File: src/hdl/vco_cfg_pkg.sv
// constants for the oscillator subsystem indirect configuration registers
// assumes a single 100 MHz clock domain and a parallel write of the port word
package vco_cfg_pkg;
  localparam logic [7:0] INDIRECT_PORT_OFFSET = 8'h05;
  localparam int         PORT_WIDTH           = 17;
  localparam int         SEL_LSB              = 0;
  localparam int         SEL_MSB              = 2;
  localparam int         ADDR_LSB             = 3;
  localparam int         ADDR_MSB             = 6;
  localparam int         DATA_LSB             = 7;
  localparam int         DATA_MSB             = 15;
  localparam int         SUB_WIDTH            = 9;
  localparam logic [2:0] OSC_SUBSYSTEM_ID     = 3'h0;

  // subsystem register addresses
  localparam logic [3:0] SUB_ENABLE_ADDR      = 4'h1;
  localparam logic [3:0] SUB_DIVIDE_ADDR      = 4'h2;
  localparam logic [3:0] SUB_CONFIG_ADDR      = 4'h3;

  // reset values
  localparam logic [8:0] ENABLE_RESET         = 9'h1FF;
  localparam logic [8:0] DIVIDE_RESET         = 9'h001;
  localparam logic [8:0] CONFIG_RESET         = 9'h092;

  // enable register fields
  localparam int         EN_MASTER_BIT        = 0;
  localparam int         EN_OSC_BIT           = 1;
  localparam int         EN_PLL_BUF_BIT       = 2;
  localparam int         EN_IO_MASTER_BIT     = 3;
  localparam int         EN_OUT_STAGE_BIT     = 5;

  // configuration register fields
  localparam int         CFG_PERF_LSB         = 0;
  localparam int         CFG_NEG_EN_BIT       = 2;
  localparam int         CFG_POS_EN_BIT       = 3;
  localparam int         CFG_MATCH_BIT        = 5;
  localparam int         CFG_MUTE_LSB         = 7;

  // divider limits
  localparam logic [5:0] DIV_MAX              = 6'h3E;

  typedef enum logic [1:0] {
    MUTE_ON_ZERO_DIV = 2'b00,
    MUTE_DURING_CAL  = 2'b01,
    MUTE_UNSUPPORTED = 2'b10,
    MUTE_ALWAYS      = 2'b11
  } mute_mode_e;

  typedef enum logic [1:0] {
    PERF_RESV0      = 2'b00,
    PERF_LOW_CURR   = 2'b01,
    PERF_RESV2      = 2'b10,
    PERF_HIGH_PERF  = 2'b11
  } perf_mode_e;
endpackage

File: src/hdl/port_word_decode.sv
// splits the indirect port word into select, address and payload
// assumes the strobe is one cycle wide and synchronous to i_clk
`timescale 1ns/100ps
`default_nettype none
module port_word_decode
  import vco_cfg_pkg::*;
(
  input  wire logic [PORT_WIDTH-1:0] i_word,
  input  wire logic                  i_strobe,
  output var  logic                  o_hit,
  output var  logic [3:0]            o_addr,
  output var  logic [SUB_WIDTH-1:0]  o_data
);
  // only subsystem zero answers; other ids belong to other subsystems
  always_comb begin
    o_hit  = i_strobe && (i_word[SEL_MSB:SEL_LSB] == OSC_SUBSYSTEM_ID);
    o_addr = i_word[ADDR_MSB:ADDR_LSB];
    o_data = i_word[DATA_MSB:DATA_LSB];
  end
endmodule
`default_nettype wire

File: src/hdl/divide_ratio_clamp.sv
// maps a requested divide ratio onto the ratio the divider really uses
// purely combinational; no state
`timescale 1ns/100ps
`default_nettype none
module divide_ratio_clamp
  import vco_cfg_pkg::*;
(
  input  wire logic [5:0] i_req,
  output var  logic [5:0] o_ratio
);
  function automatic logic [5:0] clamp_ratio(input logic [5:0] r);
    logic [5:0] v;
    v = r;
    if (v > DIV_MAX) begin
      v = DIV_MAX;
    end
    if (v != 6'h01) begin
      v = {v[5:1], 1'b0};            // odd rounds down to even
    end
    return v;
  endfunction

  always_comb begin
    o_ratio = clamp_ratio(i_req);
  end
endmodule
`default_nettype wire

File: src/hdl/vco_indirect_config_regs.sv
// write-only oscillator subsystem registers reached via the indirect port
// assumes the main register file raises i_port_wr for one cycle per write
`timescale 1ns/100ps
`default_nettype none
module vco_indirect_config_regs
  import vco_cfg_pkg::*;
(
  input  wire logic                  i_clk,
  input  wire logic                  i_rst_n,
  input  wire logic                  i_port_wr,
  input  wire logic [7:0]            i_port_offset,
  input  wire logic [PORT_WIDTH-1:0] i_port_wdata,
  input  wire logic                  i_cal_busy,
  output logic                       o_sub_enable,
  output logic                       o_osc_enable,
  output logic                       o_pll_buf_enable,
  output logic                       o_io_enable,
  output logic                       o_out_stage_enable,
  output logic [5:0]                 o_divide_ratio,
  output logic [1:0]                 o_perf_mode,
  output logic                       o_neg_out_enable,
  output logic                       o_pos_out_enable,
  output logic                       o_match_select,
  output logic                       o_muted
);
  // reset release through two flops; async assert, sync release
  logic rst_meta_q;
  logic rst_sync_q;
  always_ff @(posedge i_clk or negedge i_rst_n) begin
    if (!i_rst_n) begin
      rst_meta_q <= 1'b0;
      rst_sync_q <= 1'b0;
    end else begin
      rst_meta_q <= 1'b1;
      rst_sync_q <= rst_meta_q;
    end
  end
  wire logic rst_n;
  assign rst_n = rst_sync_q;

  // indirect decode; the window only exists behind offset 0x05
  logic                 port_sel;
  logic                 hit;
  logic [3:0]           sub_addr;
  logic [SUB_WIDTH-1:0] sub_data;
  assign port_sel = i_port_wr && (i_port_offset == INDIRECT_PORT_OFFSET);

  port_word_decode u_decode (
    .i_word   (i_port_wdata),
    .i_strobe (port_sel),
    .o_hit    (hit),
    .o_addr   (sub_addr),
    .o_data   (sub_data)
  );

  // register file state; no read path exists, so contents never leave
  logic [SUB_WIDTH-1:0] enable_q;
  logic [SUB_WIDTH-1:0] enable_d;
  logic [SUB_WIDTH-1:0] divide_q;
  logic [SUB_WIDTH-1:0] divide_d;
  logic [SUB_WIDTH-1:0] config_q;
  logic [SUB_WIDTH-1:0] config_d;

  // route payload to the addressed register; unknown addresses are dropped
  always_comb begin
    enable_d = enable_q;
    divide_d = divide_q;
    config_d = config_q;
    if (hit) begin
      case (sub_addr)
        SUB_ENABLE_ADDR: begin
          enable_d = sub_data;
        end
        SUB_DIVIDE_ADDR: begin
          divide_d = sub_data;
        end
        SUB_CONFIG_ADDR: begin
          config_d = sub_data;
        end
        default: begin
          enable_d = enable_q;
        end
      endcase
    end
  end

  // reset values put the divider at 1 and mute mode at calibration
  always_ff @(posedge i_clk or negedge rst_n) begin
    if (!rst_n) begin
      enable_q <= ENABLE_RESET;
      divide_q <= DIVIDE_RESET;
      config_q <= CONFIG_RESET;
    end else begin
      enable_q <= enable_d;
      divide_q <= divide_d;
      config_q <= config_d;
    end
  end

  // effective ratio after clamping invalid requests
  logic [5:0] ratio_eff;
  divide_ratio_clamp u_clamp (
    .i_req   (divide_q[5:0]),
    .o_ratio (ratio_eff)
  );

  // derived control levels; registered so every output is a flop
  logic       master;
  mute_mode_e mute_mode;
  logic       mute_d;
  logic       sub_en_d;
  logic       osc_en_d;
  logic       pll_en_d;
  logic       io_en_d;
  logic       out_en_d;
  logic       neg_en_d;
  logic       pos_en_d;
  logic       match_d;
  logic [1:0] perf_d;
  logic [5:0] ratio_d;
  always_comb begin
    master    = enable_q[EN_MASTER_BIT];
    mute_mode = mute_mode_e'(config_q[CFG_MUTE_LSB +: 2]);
    // master bit overrides every other enable-register bit
    sub_en_d  = master;
    osc_en_d  = master && enable_q[EN_OSC_BIT];
    pll_en_d  = master && enable_q[EN_PLL_BUF_BIT];
    io_en_d   = master && enable_q[EN_IO_MASTER_BIT];
    out_en_d  = master && enable_q[EN_IO_MASTER_BIT] && enable_q[EN_OUT_STAGE_BIT];
    neg_en_d  = config_q[CFG_NEG_EN_BIT];
    pos_en_d  = config_q[CFG_POS_EN_BIT];
    match_d   = config_q[CFG_MATCH_BIT];
    perf_d    = config_q[CFG_PERF_LSB +: 2];
    ratio_d   = ratio_eff;
    case (mute_mode)
      MUTE_ON_ZERO_DIV: begin
        mute_d = (divide_q[5:0] == 6'h00);
      end
      MUTE_DURING_CAL: begin
        mute_d = i_cal_busy;
      end
      MUTE_ALWAYS: begin
        mute_d = 1'b1;
      end
      default: begin
        mute_d = 1'b1;     // unsupported setting: fail safe, keep quiet
      end
    endcase
  end

  always_ff @(posedge i_clk or negedge rst_n) begin
    if (!rst_n) begin
      o_sub_enable       <= 1'b1;
      o_osc_enable       <= 1'b1;
      o_pll_buf_enable   <= 1'b1;
      o_io_enable        <= 1'b1;
      o_out_stage_enable <= 1'b1;
      o_divide_ratio     <= 6'h01;
      o_perf_mode        <= 2'h2;
      o_neg_out_enable   <= 1'b0;
      o_pos_out_enable   <= 1'b0;
      o_match_select     <= 1'b0;
      o_muted            <= 1'b0;
    end else begin
      o_sub_enable       <= sub_en_d;
      o_osc_enable       <= osc_en_d;
      o_pll_buf_enable   <= pll_en_d;
      o_io_enable        <= io_en_d;
      o_out_stage_enable <= out_en_d;
      o_divide_ratio     <= ratio_d;
      o_perf_mode        <= perf_d;
      o_neg_out_enable   <= neg_en_d;
      o_pos_out_enable   <= pos_en_d;
      o_match_select     <= match_d;
      o_muted            <= mute_d;
    end
  end
endmodule
`default_nettype wire

File: config.mk
export PLATFORM = sky130hd
export DESIGN_NAME = vco_indirect_config_regs
export DESIGN_NICKNAME = d
export VERILOG_FILES = /design/src/hdl/vco_cfg_pkg.sv /design/src/hdl/port_word_decode.sv /design/src/hdl/divide_ratio_clamp.sv /design/src/hdl/vco_indirect_config_regs.sv
export SDC_FILE = /design/constraint.sdc
export NUM_CORES = 1
export LEC_CHECK = 0
export BUFFER_PORTS_ARGS = -buffer_cell sky130_fd_sc_hd__buf_2
export CAP_MARGIN = 20
export CORE_MARGIN = 4
export CORE_UTILIZATION = 45
export DETAILED_ROUTE_END_ITERATION = 12
export GPL_ROUTABILITY_DRIVEN = 1
export GPL_TIMING_DRIVEN = 0
export PLACE_DENSITY = 0.73
export SLEW_MARGIN = 10
export SYNTH_ARGS = -nofsm -noshare
export SYNTH_HDL_FRONTEND = slang
export SYNTH_SLANG_ARGS = --single-unit
export TNS_END_PERCENT = 100
File: constraint.sdc
create_clock -name i_clk -period 2 [get_ports i_clk]
set_input_delay 0 -clock i_clk [delete_from_list [all_inputs] [get_ports i_clk]]
set_output_delay 0 -clock i_clk [all_outputs]
set_load 0.01 [all_outputs]
==> flow_metrics.env <==
export IMPL_path_clk_slew_ps=90
export IMPL_synthFlopType="dfrtp_1"
export IMPL_p_leak_nw=0.914
export IMPL_path_class="input port to register"
export IMPL_cts_buffers=5
export IMPL_syn2layout_area_growth_pct=31.2
export IMPL_worstPathMaxFanout=7
export IMPL_ant_nets=0
export IMPL_layout_common_cells="buf_2, dfrtp_1, mux2_2, dfstp_2, dlygate4sd3_1"
export IMPL_drt_initial_drc_count=28
export IMPL_drv_slew=0
export IMPL_io_buffers=43
export IMPL_crit_chain="buf_2, or4_4, nor4_4, mux2_2"
export IMPL_die_h_um=63.0
export IMPL_grt_pass1_wl_mm=3.88
export IMPL_cts_repair_resized=0
export IMPL_cts_setup_buffers=0
export IMPL_clkLatencyLatePin_ps=320
export IMPL_die_w_um=63.0
export IMPL_yosysUniqueCellTypes=17
export IMPL_drc=0
export IMPL_slew_headroom=0.526
export IMPL_cp_required_ps=2210
export IMPL_vdd_drop_max_mv=0.373
export IMPL_antennaDiodeCount=0
export IMPL_synth_edff_count=0
export IMPL_postCtsHoldBufs=11
export IMPL_slowest_stage="nor4_4"
export IMPL_p_clk_frac=0.318
export IMPL_multi_input_area_um2=395
export IMPL_dr_total_vias=847
export IMPL_pwr_share_comb=0.047
export IMPL_synth_warnings=0
export IMPL_grt_pass1_vias=840
export IMPL_cts_buffer_depth=2
export IMPL_dp_cells=152
export IMPL_groute_usage_overall=0.131
export IMPL_gp_congestion=0.711
export IMPL_pwr_share_seq=0.635
export IMPL_skew_ps=8.23
export IMPL_cts_root_buffer="clkbuf_4"
export IMPL_seq_area_frac_synth=0.695
export IMPL_seq_area_um2=946
export IMPL_syn_nets=107
export IMPL_wl_per_cell_um=13.6
export IMPL_whs_ps=200
export IMPL_cpPeakStageDelay_ps=610
export IMPL_netlist_area_um2=1360
export IMPL_die_area_um2=3960
export IMPL_htree_levels=2
export IMPL_finalHoldViolCount=0
export IMPL_grt_max_degree=36
export IMPL_syn_inst=78
export IMPL_synthArstFlopShare=1.00
export IMPL_synth_avg_cell_area_um2=17.4
export IMPL_rsz0062_at_grt="no"
export IMPL_cts_tree="built"
export IMPL_start_util=0.480
export IMPL_crit_path_start_kind="input port"
export IMPL_p_int_mw=0.963
export IMPL_power_density_nw_per_um2=676
export IMPL_ys_seq_elements=37
export IMPL_dp_hpwl_mm=1.73
export IMPL_status="complete, no violations"
export IMPL_clkSinkCount=37
export IMPL_finalCriticalPeriod_ps=1480
export IMPL_switching_share=0.201
export IMPL_report_final_setup_viol=0
export IMPL_final_cells=171
export IMPL_nFillCells=224
export IMPL_fmax_ghz=0.674
export IMPL_io_pins=46
export IMPL_fin_nets=168
export IMPL_wl_mm=2.33
export IMPL_power_switching_mw=0.242
export IMPL_worst_pin_slew_ps=710
export IMPL_hold_class="input port to register"
export IMPL_endpoint_kind="register"
export IMPL_cap_violations=0
export IMPL_fin_setup_tns_ps=0
export IMPL_grt_overflow_total=0
export IMPL_num_rows=19
export IMPL_period_share=0.742
export IMPL_first_pass_iters=4
export IMPL_antenna_found_initial=0
export IMPL_layout_commonest_cell="buf_2"
export IMPL_vias_per_cell=4.95
export IMPL_coreArea_um2=2830
export IMPL_utilization=0.630
export IMPL_worstPathArrival_ps=1700
export IMPL_layout_drive_gt1_share=0.650
-- per-layer routing --
| metal | share of wire | track usage | up-vias |
|---|---|---|---|
| li1 | - | - | 398 |
| met1 | 0.40 | 0.149 | 403 |
| met2 | 0.50 | 0.215 | 40 |
| met3 | 0.074 | 0.0360 | 6 |
| met4 | 0.024 | 0.0826 | 0 |
| met5 | 0 | 0 | - |
-- cell type report --
cell class	instances	area share
well taps	31	0.0218
repair buffers	54	0.182
clock buffers	8	0.0330
plain buffers	5	0.0105
flip-flops and latches	37	0.531
multi-input cells	36	0.222
-- critical path, delay by kind of cell --
kind	cells	cell delay, ps
AND/OR/NAND/NOR	2	1190
multiplexers	1	400
buffers and inverters	1	100
-- final timing paths --
| check | start | endpoint | slack, ps | depth (start not counted) |
|---|---|---|---|---|
| max | i_port_offset[5] | config_q[2] | 520 | 4 |
| min | i_port_wdata[5] | enable_q[0] | 200 | 4 |
| max reg2reg | divide_q[2] | o_muted | 630 | 2 |
| min reg2reg | rst_n | o_match_select | 330 | 0 |
| max in group asynchronous | rst_n | config_q[2] | 1210 | 0 |
| min in group asynchronous | rst_n | o_match_select | 330 | 0 |
-- through the flow --
stage,area (um^2),power [mW],worst slack (ps)
2_1_floorplan,1360,0.786,465
6_report,1780,1.21,516
3_5_place_dp,1610,0.820,139
3_3_place_gp,1610,0.818,166
5_1_grt,1780,1.27,444
4_1_cts,1780,1.22,496
-- logic make-up after synthesis --
logic type | synth area share
DFF | 0.695
muxes | 0.149
and+or+nand+nor | 0.129
buffers and inverters | 0.0138
AOI/OAI and AO/OA | 0.0101
other | 0.00276
-- flip-flops by register name, summed over array words and instances, names as in the netlist --
register and flops:
config_q 7, divide_q 6, o_divide_ratio 6, enable_q 5, o_perf_mode 2, o_io_enable 1
o_match_select 1, o_muted 1, o_neg_out_enable 1, o_osc_enable 1, o_out_stage_enable 1, o_pll_buf_enable 1
o_pos_out_enable 1, o_sub_enable 1, rst_meta_q 1, rst_n 1
-- Yosys cell counts (2+ instances only) --
master / count / share of area
mux2_2: 18 / 0.15
dfstp_2: 15 / 0.29
clkbuf_1: 5 / 0.014
and2_1: 3 / 0.014
nor4_4: 3 / 0.047
or4b_2: 2 / 0.015
dfrtp_1: 22 / 0.41
-- power groups by stage --
stage | registers (mW) | clock network, mW | logic [mW]
4_1_cts | 0.766 | 0.400 | 0.0577
5_1_grt | 0.768 | 0.438 | 0.0631
3_3_place_gp | 0.778 | 0 | 0.0396
3_5_place_dp | 0.779 | 0 | 0.0412
2_1_floorplan | 0.776 | 0 | 0.0107
6_report | 0.765 | 0.383 | 0.0570
Power figures use the tool's default switching activity.
